File: src/logic/pops_pkg.sv
// Constants, types and a helper function of the pulse output and precise stop block
package pops_pkg;
	localparam int CLK_HZ = 200_000_000;
	localparam int CLK_PERIOD_NS = 5;
	localparam int MS_PER_S = 1000;
	localparam logic [26:0] HALF_HZ = 27'(CLK_HZ / 2);
	localparam logic [7:0] ADR_CTRL = 8'h00;
	localparam logic [7:0] ADR_PMAX = 8'h04;
	localparam logic [7:0] ADR_TARGET = 8'h08;
	localparam logic [7:0] ADR_DELAY = 8'h0c;
	localparam logic [7:0] ADR_STATUS = 8'h10;
	localparam logic [7:0] ADR_COUNT = 8'h14;
	localparam logic [7:0] ADR_RAMPCNT = 8'h18;
	localparam int CTRL_SEL_LSB = 0;
	localparam int CTRL_MODE_LSB = 8;
	localparam logic [4:0] SEL_RST = 5'h00;
	localparam logic [2:0] MODE_RST = 3'h0;
	localparam logic [13:0] PMAX_MIN_HZ = 14'd150;
	localparam logic [13:0] PMAX_MAX_HZ = 14'd10000;
	localparam logic [13:0] PMAX_RST_HZ = 14'd5000;
	localparam logic [19:0] TARGET_MAX = 20'd999999;
	localparam logic [19:0] TARGET_RST = 20'd100000;
	localparam logic [6:0] DELAY_MAX_MS = 7'd100;
	localparam logic [6:0] DELAY_RST_MS = 7'd10;
	localparam int COUNT_IN_MAX_HZ = 67600;
	localparam int COUNT_GAP_CYC = CLK_HZ / COUNT_IN_MAX_HZ;
	localparam logic [4:0] SEL_STAT_LAST = 5'd20;
	localparam logic [4:0] SEL_PULSE_REF = 5'd21;
	localparam logic [4:0] SEL_STAT2_FIRST = 5'd22;
	localparam logic [4:0] SEL_STAT2_LAST = 5'd25;
	localparam logic [4:0] SEL_PULSE_FB = 5'd26;
	localparam logic [4:0] SEL_PULSE_FREQ = 5'd27;
	localparam logic [4:0] SEL_PULSE_AMPS = 5'd28;
	localparam logic [4:0] SEL_PULSE_POWER = 5'd29;
	localparam logic [4:0] SEL_PULSE_TEMP = 5'd30;
	localparam logic [4:0] SEL_CTRL_BIT = 5'd31;
	localparam int CTRL_BIT_POS = 12;
	localparam logic [15:0] TEMP_LOW_C = 16'd20;
	localparam logic [15:0] TEMP_HIGH_C = 16'd100;
	localparam logic [2:0] MODE_RAMP = 3'd0;
	localparam logic [2:0] MODE_CNT_RST = 3'd1;
	localparam logic [2:0] MODE_CNT_NORST = 3'd2;
	localparam logic [2:0] MODE_SPD = 3'd3;
	localparam logic [2:0] MODE_SPD_CNT_RST = 3'd4;
	localparam logic [2:0] MODE_SPD_CNT_NORST = 3'd5;

	typedef enum logic [3:0] {
		POPS_IDLE = 4'b0001,
		POPS_RUN = 4'b0010,
		POPS_DELAY = 4'b0100,
		POPS_RAMP = 4'b1000
	} pops_state_e;

	typedef struct packed {
		logic [15:0] ref_val;
		logic [15:0] ref_min;
		logic [15:0] ref_max;
		logic [15:0] fb_val;
		logic [15:0] process_value_low;
		logic [15:0] process_value_high;
		logic [15:0] pulse_out_motor_freq;
		logic [15:0] freq_high;
		logic [15:0] amps;
		logic [15:0] inverter_rated_amps;
		logic [15:0] power;
		logic [15:0] power_nom;
		logic [15:0] temp_c;
	} pops_drive_s;

	typedef struct packed {
		logic [15:0] value;
		logic [15:0] low;
		logic [15:0] high;
	} pops_scale_s;

	function automatic logic [31:0] pops_merge(input logic [31:0] old_v, input logic [31:0] new_v,
		input logic [3:0] sel);
		logic [31:0] m;
		m = old_v;
		for (int i = 0; i < 4; i++) begin
			if (sel[i]) begin
				m[i*8 +: 8] = new_v[i*8 +: 8];
			end
		end
		return m;
	endfunction : pops_merge
endpackage : pops_pkg

File: src/logic/pops_top.sv
// Pulse/status output and precise stop counter with a Wishbone register slave
// How it works
// - Status codes drive the output high exactly while the chosen condition holds.
// - Code 31 makes the output follow control word bit 12.
// - Code 21 pulses at a rate proportional to reference between its limits.
// - Code 26 pulses proportional to feedback between its low and high limits.
// - Code 27 pulses proportional to output frequency from zero to high limit.
// - Code 28 pulses proportional to output current up to rated current.
// - Code 29 pulses proportional to power, full scale at nominal motor power.
// - Code 30 pulses proportional to heatsink temperature, 20 to 100 degrees.
// - Full-scale pulse rate is programmable 150 to 10000 Hz, default 5000.
// - Six stop modes 0 to 5 combine counter, speed compensation and reset.
// - Counter modes run until target pulses are counted, then stop internally.
// - Counting begins at the stop-to-start edge of the start signal.
// - Compensated modes delay an external stop more the slower the motor runs.
// - Counter with reset clears ramp-down pulses after every precise stop.
// - Counter without reset deducts ramp-down pulses from the next target.
// - Count target is programmable 0 to 999999, default 100000.
// - Count input registers every rising edge, fast enough for 67.6 kHz.
// - System delay setting 0 to 100 ms, default 10, acts only when compensated.
`timescale 1ns/1ps
`default_nettype none
module pops_top import pops_pkg::*; #(
	parameter int MS_CYCLES = CLK_HZ / MS_PER_S
) (
	input wire logic clock_in,
	input wire logic srst_in,
	input wire logic wb_cyc_in,
	input wire logic wb_stb_in,
	input wire logic wb_we_in,
	input wire logic [7:0] wb_adr_in,
	input wire logic [3:0] wb_sel_in,
	input wire logic [31:0] wb_dat_in,
	output logic wb_ack_out,
	output logic [31:0] wb_dat_out,
	input wire logic [31:0] status_cond_in,
	input wire logic [15:0] ctrl_word_in,
	input wire pops_drive_s drive_in,
	input wire logic [15:0] speed_in,
	input wire logic start_in,
	input wire logic count_pulse_in,
	output logic dout_out,
	output logic run_out,
	output logic stop_out
);
	logic ack_r;
	logic [31:0] rdat_r;
	logic [4:0] sel_r;
	logic [2:0] mode_r;
	logic [13:0] pmax_r;
	logic [19:0] target_r;
	logic [6:0] delay_r;
	logic dout_r;
	logic run_r;
	logic stop_r;
	logic [42:0] acc_r;
	logic start_d_r;
	logic cpin_d_r;
	logic [19:0] cnt_r;
	logic [19:0] ramp_cnt_r;
	logic [31:0] ms_cnt_r;
	logic [23:0] dly_acc_r;
	logic [22:0] dly_goal_r;
	pops_state_e state_r;
	pops_state_e state_nxt;

	// Bus decode; ack lasts one cycle so a held request is taken once
	wire req = wb_cyc_in & wb_stb_in & ~ack_r;
	// Writes land at the edge where the master samples ack, never at the taking edge
	wire wr = wb_cyc_in & wb_stb_in & wb_we_in & ack_r;
	wire [31:0] ctrl_rd = {21'h0, mode_r, 3'h0, sel_r};
	wire [31:0] ctrl_m = pops_merge(ctrl_rd, wb_dat_in, wb_sel_in);
	wire [31:0] pmax_m = pops_merge({18'h0, pmax_r}, wb_dat_in, wb_sel_in);
	wire [31:0] target_m = pops_merge({12'h0, target_r}, wb_dat_in, wb_sel_in);
	wire [31:0] delay_m = pops_merge({25'h0, delay_r}, wb_dat_in, wb_sel_in);
	wire [2:0] mode_m = ctrl_m[CTRL_MODE_LSB +: 3];
	// Illegal mode codes 6 and 7 are ignored rather than aliased
	wire mode_ok = mode_m <= MODE_SPD_CNT_NORST;
	// Out-of-range writes saturate so the counters never see an illegal setting
	wire [13:0] pmax_nxt = (pmax_m > {18'h0, PMAX_MAX_HZ}) ? PMAX_MAX_HZ :
		(pmax_m < {18'h0, PMAX_MIN_HZ}) ? PMAX_MIN_HZ : pmax_m[13:0];
	wire [19:0] target_nxt = (target_m > {12'h0, TARGET_MAX}) ? TARGET_MAX :
		target_m[19:0];
	wire [6:0] delay_nxt = (delay_m > {25'h0, DELAY_MAX_MS}) ? DELAY_MAX_MS :
		delay_m[6:0];
	wire [31:0] status_rd = {24'h0, state_r, 1'b0, stop_r, run_r, dout_r};
	wire [31:0] rd_nxt = (wb_adr_in == ADR_CTRL) ? ctrl_rd :
		(wb_adr_in == ADR_PMAX) ? {18'h0, pmax_r} :
		(wb_adr_in == ADR_TARGET) ? {12'h0, target_r} :
		(wb_adr_in == ADR_DELAY) ? {25'h0, delay_r} :
		(wb_adr_in == ADR_STATUS) ? status_rd :
		(wb_adr_in == ADR_COUNT) ? {12'h0, cnt_r} :
		(wb_adr_in == ADR_RAMPCNT) ? {12'h0, ramp_cnt_r} : 32'h0;

	always_ff @(posedge clock_in) begin
		if (srst_in) begin
			ack_r <= 1'b0;
			rdat_r <= 32'h0;
		end else begin
			ack_r <= req;
			rdat_r <= req ? rd_nxt : rdat_r;
		end
	end

	always_ff @(posedge clock_in) begin
		if (srst_in) begin
			sel_r <= SEL_RST;
			mode_r <= MODE_RST;
			pmax_r <= PMAX_RST_HZ;
			target_r <= TARGET_RST;
			delay_r <= DELAY_RST_MS;
		end else if (wr) begin
			if (wb_adr_in == ADR_CTRL) begin
				sel_r <= ctrl_m[CTRL_SEL_LSB +: 5];
				mode_r <= mode_ok ? mode_m : mode_r;
			end
			if (wb_adr_in == ADR_PMAX) begin
				pmax_r <= pmax_nxt;
			end
			if (wb_adr_in == ADR_TARGET) begin
				target_r <= target_nxt;
			end
			if (wb_adr_in == ADR_DELAY) begin
				delay_r <= delay_nxt;
			end
		end
	end

	// Pulse output: phase accumulator avoids a divider; each wrap is a half period
	wire pick_ref = sel_r == SEL_PULSE_REF;
	wire pick_fb = sel_r == SEL_PULSE_FB;
	wire pick_freq = sel_r == SEL_PULSE_FREQ;
	wire pick_amps = sel_r == SEL_PULSE_AMPS;
	wire pick_pow = sel_r == SEL_PULSE_POWER;
	wire pick_temp = sel_r == SEL_PULSE_TEMP;
	wire is_pulse = pick_ref | pick_fb | pick_freq | pick_amps | pick_pow | pick_temp;
	wire pops_scale_s scl = pick_ref ? {drive_in.ref_val, drive_in.ref_min, drive_in.ref_max} :
		pick_fb ? {drive_in.fb_val, drive_in.process_value_low, drive_in.process_value_high} :
		pick_freq ? {drive_in.pulse_out_motor_freq, 16'h0, drive_in.freq_high} :
		pick_amps ? {drive_in.amps, 16'h0, drive_in.inverter_rated_amps} :
		pick_pow ? {drive_in.power, 16'h0, drive_in.power_nom} :
		{drive_in.temp_c, TEMP_LOW_C, TEMP_HIGH_C};
	wire [15:0] span = (scl.high > scl.low) ? 16'(scl.high - scl.low) : 16'h0;
	wire [15:0] off_raw = (scl.value > scl.low) ? 16'(scl.value - scl.low) : 16'h0;
	wire [15:0] off = (off_raw > span) ? span : off_raw;
	wire [29:0] inc = off * pmax_r;
	wire [42:0] thr = span * HALF_HZ;
	wire [43:0] sum = {1'b0, acc_r} + {14'h0, inc};
	wire [43:0] diff = sum - {1'b0, thr};
	wire wrap = is_pulse && (span != 16'h0) && (sum >= {1'b0, thr});
	wire stat_ok = ((sel_r != SEL_RST) && (sel_r <= SEL_STAT_LAST)) ||
		((sel_r >= SEL_STAT2_FIRST) && (sel_r <= SEL_STAT2_LAST));
	wire level = (sel_r == SEL_CTRL_BIT) ? ctrl_word_in[CTRL_BIT_POS] :
		is_pulse ? (dout_r ^ wrap) :
		stat_ok ? status_cond_in[sel_r] : 1'b0;

	always_ff @(posedge clock_in) begin
		if (srst_in) begin
			acc_r <= 43'h0;
			dout_r <= 1'b0;
		end else begin
			acc_r <= !is_pulse ? 43'h0 : wrap ? diff[42:0] : sum[42:0];
			dout_r <= level;
		end
	end

	// Precise stop sequencing
	wire cnt_mode = (mode_r != MODE_RAMP) && (mode_r != MODE_SPD);
	wire comp_mode = mode_r >= MODE_SPD;
	wire rst_mode = (mode_r == MODE_CNT_RST) || (mode_r == MODE_SPD_CNT_RST);
	wire start_rise = start_in & ~start_d_r;
	// Every rising edge counts; at 200 MHz a 67.6 kHz input is far below the limit
	wire cp_edge = count_pulse_in & ~cpin_d_r;
	wire hit = cnt_mode && (cnt_r >= target_r);
	wire ms_tick = ms_cnt_r == 32'(MS_CYCLES - 1);
	wire dly_done = dly_acc_r >= {1'b0, dly_goal_r};
	wire [15:0] fmax = drive_in.freq_high;
	wire [15:0] short = (speed_in < fmax) ? 16'(fmax - speed_in) : 16'h0;
	wire [22:0] goal_nxt = 23'(short * delay_r);
	wire run_nxt = (state_nxt == POPS_RUN) || (state_nxt == POPS_DELAY);

	always_comb begin
		state_nxt = state_r;
		unique case (state_r)
			POPS_IDLE: begin
				if (start_rise) begin
					state_nxt = POPS_RUN;
				end
			end
			POPS_RUN: begin
				if (hit) begin
					state_nxt = POPS_RAMP;
				end else if (!start_in) begin
					state_nxt = comp_mode ? POPS_DELAY : POPS_RAMP;
				end
			end
			POPS_DELAY: begin
				if (hit || dly_done) begin
					state_nxt = POPS_RAMP;
				end
			end
			POPS_RAMP: begin
				if (speed_in == 16'h0) begin
					state_nxt = POPS_IDLE;
				end
			end
		endcase
	end

	always_ff @(posedge clock_in) begin
		if (srst_in) begin
			state_r <= POPS_IDLE;
			run_r <= 1'b0;
			stop_r <= 1'b0;
			start_d_r <= 1'b0;
			cpin_d_r <= 1'b0;
		end else begin
			state_r <= state_nxt;
			run_r <= run_nxt;
			// Internal stop stands until the next start edge
			stop_r <= (state_r != POPS_IDLE && hit) | (stop_r & ~start_rise);
			start_d_r <= start_in;
			cpin_d_r <= count_pulse_in;
		end
	end

	always_ff @(posedge clock_in) begin
		if (srst_in) begin
			cnt_r <= 20'h0;
			ramp_cnt_r <= 20'h0;
		end else if (state_r == POPS_IDLE) begin
			if (start_rise) begin
				cnt_r <= rst_mode ? 20'h0 : ramp_cnt_r;
				ramp_cnt_r <= 20'h0;
			end
		end else if (state_r == POPS_RAMP) begin
			if (state_nxt == POPS_IDLE && rst_mode) begin
				ramp_cnt_r <= 20'h0;
			end else if (cp_edge && ramp_cnt_r != 20'hfffff) begin
				ramp_cnt_r <= 20'(ramp_cnt_r + 20'h1);
			end
		end else if (cp_edge && cnt_r != 20'hfffff) begin
			cnt_r <= 20'(cnt_r + 20'h1);
		end
	end

	// Delay grows linearly from zero at top speed to the full setting at standstill
	always_ff @(posedge clock_in) begin
		if (srst_in) begin
			ms_cnt_r <= 32'h0;
			dly_acc_r <= 24'h0;
			dly_goal_r <= 23'h0;
		end else if (state_r != POPS_DELAY) begin
			ms_cnt_r <= 32'h0;
			dly_acc_r <= 24'h0;
			dly_goal_r <= goal_nxt;
		end else begin
			ms_cnt_r <= ms_tick ? 32'h0 : 32'(ms_cnt_r + 32'h1);
			dly_acc_r <= ms_tick ? 24'(dly_acc_r + {8'h0, fmax}) : dly_acc_r;
		end
	end

	assign wb_ack_out = ack_r;
	assign wb_dat_out = rdat_r;
	assign dout_out = dout_r;
	assign run_out = run_r;
	assign stop_out = stop_r;
endmodule : pops_top
`default_nettype wire
File: config.mk
export PLATFORM = sky130hd
export DESIGN_NAME = pops_top
export DESIGN_NICKNAME = d
export VERILOG_FILES = /design/src/logic/pops_pkg.sv /design/src/logic/pops_top.sv
export SDC_FILE = /design/constraint.sdc
export NUM_CORES = 2
export LEC_CHECK = 0
export BUFFER_PORTS_ARGS = -buffer_cell sky130_fd_sc_hd__buf_2
export CAP_MARGIN = 20
export CORE_MARGIN = 1
export CORE_UTILIZATION = 50
export DETAILED_ROUTE_END_ITERATION = 8
export PLACE_DENSITY_LB_ADDON = 0.1
export SLEW_MARGIN = 20
export SYNTH_ARGS = -nofsm -noshare
export SYNTH_HDL_FRONTEND = slang
export SYNTH_SLANG_ARGS = --single-unit
export TNS_END_PERCENT = 100
File: constraint.sdc
create_clock -name clock_in -period 45.5 [get_ports clock_in]
set_input_delay 9.1 -clock clock_in [delete_from_list [all_inputs] [get_ports clock_in]]
set_output_delay 9.1 -clock clock_in [all_outputs]
set_load 0.05 [all_outputs]
## Word-level counts from Yosys, hierarchy flattened

Cells that the tools add are included.

- Bits of input ports: 323
- Register bits after elaboration: 253
- Output and inout port bits: 36

- Reductions and logical operators: 32
- Multiplexer cells: 53
- $mul: 3
- Bitwise gates (word level): 19
- Equality and inequality tests: 30
- $lt $le $gt $ge: 17
- Add/sub/neg operators: 9

Operators with widths:

| operator | count |
|---|---|
| 2-to-1 mux 20 bit | 18 |
| 2-to-1 mux 48 bit | 5 |
| 2-to-1 mux 8 bit | 9 |
| 2-to-1 mux 16 bit | 4 |
| greater-than comparator 16 bit | 3 |
| subtractor 16 bit | 3 |
| adder 43 x 30 -> 44 bit | 1 |
| >= comparator 44 x 43 -> 1 bit | 1 |
| 2-to-1 mux 43 bit | 1 |
| subtractor 43 bit | 1 |
| adder 20 x 1 -> 20 bit, second input constant | 2 |
| inequality test 20 bit, second input constant | 2 |
| equality test 5 bit, second input constant | 7 |
| multiplier 16 x 19 -> 35 bit, second input constant | 1 |
| adder 32 x 1 -> 32 bit, second input constant | 1 |
| equality test 32 x 18 -> 1 bit, second input constant | 1 |
| greater-than comparator 32 x 14 -> 1 bit, second input constant | 1 |
| greater-than comparator 32 x 20 -> 1 bit, second input constant | 1 |
| greater-than comparator 32 x 7 -> 1 bit, second input constant | 1 |
| less-than comparator 32 x 8 -> 1 bit, second input constant | 1 |
| multiplier 16 x 14 -> 30 bit | 1 |
| 2-to-1 mux 14 bit | 2 |
| adder 24 x 16 -> 24 bit | 1 |
| equality test 8 x 5 -> 1 bit, second input constant | 3 |
| other kinds (43) | 92 |

## Longest topological paths before layout

- Depth after elaboration: 17
- Mapped depth: 64
- Depth with buffers taken out: 55

## Least setup slack after synthesis

Ideal clock, no wire load.

- Path type: input to register
- Start point: in drive_in[25] in the netlist's numbering
- End point: reg acc_r[31]
- Data arrival time: 21254 ps
- Buffers on the path: 5
- Cell stages on the path: 47
- Setup slack: 24130 ps
- Cells stage by stage: a222oi_1 o21ai_0 ha_1 a21oi_1 o21ai_0 and4b_1 o31a_1 nor2_1 buf_2 nor2b_1 ha_1 and4_1 nand4_1 o221ai_1 o22ai_1 clkbuf_1 mux2_2 buf_2 [11 not listed] o21ai_0 a2111oi_0 a211oi_1 o31ai_1 a21oi_1 nand2_1 xor2_1 inv_1 ha_1 inv_1 or3_1 nor4_1 a31oi_1 o211a_1 a211o_2 buf_6 buf_6 o211a_1

- Word-level cells in the longest chain between the ends: 14

Ends and longest elaborated chain:

| what | line | text |
|---|---|---|
| from (decl) | pops_top.sv:38 | `input wire pops_drive_s drive_in,` |
| 2-to-1 mux 48 bit * | pops_top.sv:141 | `pick_pow ? {drive_in.power, 16'h0, drive_in.power_nom} :` |
| 2-to-1 mux 48 bit * | pops_top.sv:140 | `pick_amps ? {drive_in.amps, 16'h0, drive_in.inverter_rated_amps} :` |
| 2-to-1 mux 48 bit * | pops_top.sv:139 | `pick_freq ? {drive_in.pulse_out_motor_freq, 16'h0, drive_in.freq_high} :` |
| 2-to-1 mux 48 bit * | pops_top.sv:138 | `pick_fb ? {drive_in.fb_val, drive_in.process_value_low, drive_in.process_value_high} :` |
| 2-to-1 mux 48 bit * | pops_top.sv:137 | `wire pops_scale_s scl = pick_ref ? {drive_in.ref_val, drive_in.ref_min, drive_in.ref_max} :` |
| subtractor 16 bit / greater-than comparator 16 bit (equally long branches) | pops_top.sv:143 | `wire [15:0] span = (scl.high > scl.low) ? 16'(scl.high - scl.low) : 16'h0;` |
| 2-to-1 mux 16 bit * | pops_top.sv:143 |  |
| greater-than comparator 16 bit | pops_top.sv:145 | `wire [15:0] off = (off_raw > span) ? span : off_raw;` |
| 2-to-1 mux 16 bit | pops_top.sv:145 |  |
| multiplier 16 x 14 -> 30 bit | pops_top.sv:146 | `wire [29:0] inc = off * pmax_r;` |
| adder 43 x 30 -> 44 bit | pops_top.sv:148 | `wire [43:0] sum = {1'b0, acc_r} + {14'h0, inc};` |
| >= comparator 44 x 43 -> 1 bit | pops_top.sv:150 | `wire wrap = is_pulse && (span != 16'h0) && (sum >= {1'b0, thr});` |
| logical AND 1 bit | pops_top.sv:150 |  |
| 2-to-1 mux 43 bit * | pops_top.sv:162 | `acc_r <= !is_pulse ? 43'h0 : wrap ? diff[42:0] : sum[42:0];` |
| to (signal assigned) | pops_top.sv:162 |  |
| to (decl) | pops_top.sv:56 | `logic [42:0] acc_r;` |

Every way passes the cells marked *; elsewhere a longest branch is shown, timed or not.
A chain may end at the register's enable or synchronous reset.

## Worst setup path in the final report

- Start point: in drive_in[33] in the netlist's numbering
- End point: reg acc_r[25]

- Word-level cells in the longest chain between the ends: 14

Ends and longest elaborated chain:

| what | line | text |
|---|---|---|
| 2-to-1 mux 48 bit * | pops_top.sv:141 |  |
| 2-to-1 mux 48 bit * | pops_top.sv:140 |  |
| 2-to-1 mux 48 bit * | pops_top.sv:139 |  |
| 2-to-1 mux 48 bit * | pops_top.sv:138 |  |
| 2-to-1 mux 48 bit * | pops_top.sv:137 |  |
| subtractor 16 bit / greater-than comparator 16 bit (equally long branches) | pops_top.sv:144 | `wire [15:0] off_raw = (scl.value > scl.low) ? 16'(scl.value - scl.low) : 16'h0;` |
| 2-to-1 mux 16 bit * | pops_top.sv:144 |  |
| greater-than comparator 16 bit | pops_top.sv:145 |  |
| 2-to-1 mux 16 bit * | pops_top.sv:145 |  |
| multiplier 16 x 14 -> 30 bit * | pops_top.sv:146 |  |
| adder 43 x 30 -> 44 bit * | pops_top.sv:148 |  |
| >= comparator 44 x 43 -> 1 bit | pops_top.sv:150 |  |
| logical AND 1 bit | pops_top.sv:150 |  |
| 2-to-1 mux 43 bit * | pops_top.sv:162 |  |

Marked as above.

==> impl_metrics.tcl <==
set metrics [dict create \
    ys_seq_area_share_pct 13.2 \
    grt_use_met3_pct 3.88 \
    rsz0062_at_grt "false" \
    gp_congestion 0.968 \
    fin_crit_sh_pct 53.2 \
    power.internal_mw 0.756 \
    synthCells 4439 \
    crit_path_frequent_cell "fa_1" \
    worst_pin_slew_ns 1.04 \
    use_met1_pct 42.1 \
    wl_per_cell_um 19.6 \
    fillCellCount 6864 \
    r2r_cells 53 \
    layout.nets 5764 \
    p_clk_share_pct 18.9 \
    path_delay_family "compound AO/OA/AOI/OAI gates" \
    die-area_sq_mm 0.0741 \
    worstSkewPairLatency_ns 0.61 \
    detailed_place_hpwl_um 88700 \
    clockBufferDepth 3 \
    die_h_um 272 \
    cts_sinks 241 \
    regArea_sq_mm 0.00483 \
    root_buffer "clkbuf_16" \
    hold_class "reg -> reg" \
    dp_slack_ns 20.89 \
    initial_utilization_pct 50.8 \
    drcViolationCount 0 \
    status "finished, final reports clean" \
    post_cts_resized 0 \
    cts_buffers 31 \
    worst_path_largest_cell_delay_ns 0.91 \
    grt-busiest-layer "met2" \
    synth_area_per_cell_sq_um 8.23 \
    seqPwrFrac_pct 15.7 \
    drtIter0Drc 2561 \
    cp.arrival_ns 24.73 \
    swShare_pct 46.5 \
    met2_usage_pct 46.9 \
    grt_max_degree 84 \
    critPathLaunchType "input port" \
    synth_edf_count 0 \
    drv_cap 0 \
    required_ns 46.02 \
    path_class "in -> reg" \
    ir_drop_uv 84.2 \
    cts_tree "yes" \
    syn_area_sq_mm 0.0365 \
    relSlewSlack_pct 29.2 \
    holdPathStages 2 \
    htreeDepth 1 \
    core.rowCount 98 \
    clk_pin_slew_ns 0.06 \
    drtAntennaViolNets 0 \
    first_pass_iters 6 \
    slowest_stage "o31ai_4" \
    chipWidth_um 272 \
    min_to "wb_dat_out[1]" \
    antenna_found_initial 6 \
    worstHoldStart "wb_dat_out[1]" \
    setup-tns-final_ns 0 \
    drv_slew 0 \
    setup_viol 0 \
    p_sw_mw 0.657 \
    rr_startpoint "sel_r[0]" \
    timing.rr.end "acc_r[25]" \
    numPortBuffers 330 \
    grt.total_usage_pct 29.7 \
    grt_pass1_wl_um 176000 \
    powerDensity_mw_per_mm2 35.4 \
    ys.flop_type "dfxtp_1" \
    ys_warn_count 0 \
    cts_setup_buffers 0 \
    postCtsHoldBufs 0 \
    ys_types 96 \
    leakage_nw 19.4 \
    routed_wl_um 110000 \
    final-hold-violation-count 0 \
    comb_power_share_pct 65.4 \
    async_flop_share_pct 0 \
    cp-end-kind "register" \
    cp_max_fo 49 \
    grt_overflow 0 \
    layout_setup_ws_ns 21.29 \
    fmax_ghz 0.0413 \
    core_sq_mm 0.0719 \
    multiInputGateArea_sq_mm 0.0289 \
    area.growth.synth_to_final_pct 9.22 \
    reg2reg_slack_ns 28.19 \
    synth-seq-cells 241 \
    avgViaCountPerCell 5.81 \
    final.setup_skew_ns 0.0177 \
    fin_crit_ns 24.21 \
    drive_above_1_share_pct 10.3 \
    io_pins 359 \
    grt_pass1_vias 31403 \
    cp_num_buf_inv 8 \
    routed-via-count 32661 \
]
## per-stage QoR
| stage | cells | cell area, sq um | utilization [%] | power (mW) | hold slack (ns) |
|---|---|---|---|---|---|
| 2_1_floorplan | 4450 | 36600 | - | 0.941 | 0.424 |
| 3_3_place_gp | 5560 | 38800 | 54.0 | 1.13 | 0.438 |
| 3_5_place_dp | 5560 | 38800 | 54.0 | 1.14 | 0.445 |
| 4_1_cts | 5616 | 39900 | 55.5 | 1.41 | 0.452 |
| 5_1_grt | 5618 | 39900 | 55.5 | 1.54 | 0.466 |
| 6_report | 5619 | 39900 | 55.5 | 1.41 | 0.448 |
## synthesized netlist by cell type, drive strengths merged, types with 19 or more instances
| cell | instances | area (sq um) |
|---|---|---|
| fa | 376 | 7530 |
| a21oi | 252 | 1260 |
| and3 | 71 | 444 |
| a21o | 78 | 587 |
| nand2 | 455 | 1710 |
| dfxtp | 241 | 4820 |
| inv | 541 | 2030 |
| nor2 | 288 | 1080 |
| o21ai | 185 | 926 |
| xor2 | 84 | 736 |
| nor2b | 54 | 338 |
| nand4 | 39 | 244 |
| a211oi | 57 | 428 |
| a22oi | 54 | 405 |
| mux2i | 76 | 761 |
| nand3 | 116 | 581 |
| o211ai | 28 | 210 |
| ha | 421 | 5270 |
| o21a | 39 | 293 |
| or3 | 29 | 181 |
| nor3 | 89 | 445 |
| and2 | 136 | 851 |
| nor4 | 29 | 188 |
| a222oi | 19 | 190 |
| o31ai | 24 | 190 |
| a31oi | 49 | 322 |
| o22ai | 24 | 150 |
| nand2b | 38 | 238 |
| xnor2 | 93 | 815 |
| clkbuf | 142 | 533 |
| buf | 56 | 350 |
## state kept, by name, summed over array words and instances (netlist names), 3 cells and up
| signal | flops |
|---|---|
| sel_r | 5 |
| ms_cnt_r | 32 |
| acc_r | 43 |
| state_r | 4 |
| cnt_r | 20 |
| pmax_r | 14 |
| delay_r | 7 |
| mode_r | 3 |
| dly_acc_r | 24 |
| wb_dat_out | 20 |
| ramp_cnt_r | 20 |
| dly_goal_r | 23 |
| target_r | 20 |
## area by class of cell
type / instances / area share, %
Antenna cell: 2 / 0.0125
Sequential cell: 241 / 12.1
Tap cell: 950 / 2.98
Timing Repair Buffer: 359 / 4.70
Multi-Input combinational cell: 3468 / 72.4
Inverter: 543 / 5.11
Clock buffer: 39 / 2.15
Clock inverter: 17 / 0.583
## worst max path at each step
| stage | cells after the start | start | endpoint | slack (ns) |
|---|---|---|---|---|
| floorplan | 47 | drive_in[25] | acc_r[31] | 24.13 |
| global placement | 54 | drive_in[33] | acc_r[24] | 20.92 |
| detailed placement | 54 | drive_in[33] | acc_r[24] | 20.89 |
| CTS | 54 | drive_in[33] | acc_r[24] | 21.39 |
| global route | 54 | drive_in[33] | acc_r[25] | 20.22 |
| finish | 54 | drive_in[33] | acc_r[25] | 21.29 |
## power by group through the flow
| stage | clock network, mW | registers, mW | logic (mW) |
|---|---|---|---|
| CTS | 0.270 | 0.221 | 0.922 |
| global placement | 0 | 0.226 | 0.909 |
| global route | 0.279 | 0.222 | 1.04 |
| finish | 0.267 | 0.221 | 0.924 |
| floorplan | 0 | 0.227 | 0.714 |
| detailed placement | 0 | 0.226 | 0.909 |
## cells in the final DEF (no fill, tap or decap), types with 22 or more instances in the layout
master	Yosys	final
a211oi_1	57	57
a21o_1	77	77
a21oi_1	252	252
a22oi_1	54	54
a31oi_1	48	48
and2_1	135	135
and3_1	71	71
buf_2	25	329
buf_4	12	29
clkbuf_16	0	31
dfxtp_1	241	240
fa_1	376	376
ha_1	421	421
inv_1	541	541
mux2i_1	76	76
nand2_1	455	455
nand2b_1	38	38
nand3_1	116	116
nand4_1	39	39
nor2_1	288	286
nor2b_1	54	53
nor3_1	89	88
nor4_1	28	28
o211ai_1	28	28
o21a_1	39	39
o21ai_0	182	182
o22ai_1	24	23
o31ai_1	22	22
or3_1	29	29
xnor2_1	93	93
xor2_1	84	84
## logic make-up after synthesis
logic type	Yosys count	synth area share, %
XOR/XNOR	177	4.24
flip-flops	241	13.2
other	1	0.0103
buffers and inverters	741	8.00
AND/OR/NAND/NOR	1410	18.7
AO/OA/AOI/OAI	974	17.8
multiplexers	98	3.02
adder cells (fa/ha/maj)	797	35.0
## layer usage
metal / vias to the layer above / share of wire [%]
met1: 15748 / 46
li1: 15682 / -
met2: 1060 / 44
met3: 161 / 6.4
met5: - / 0.055
met4: 10 / 3.2
## worst min-delay path, cell delays in order, from the launching register on
cell and delay [ns]:
dfxtp_1 0.30, nand2_1 0.05, a21oi_1 0.05
No activity file was read; power rests on OpenSTA's default activity.
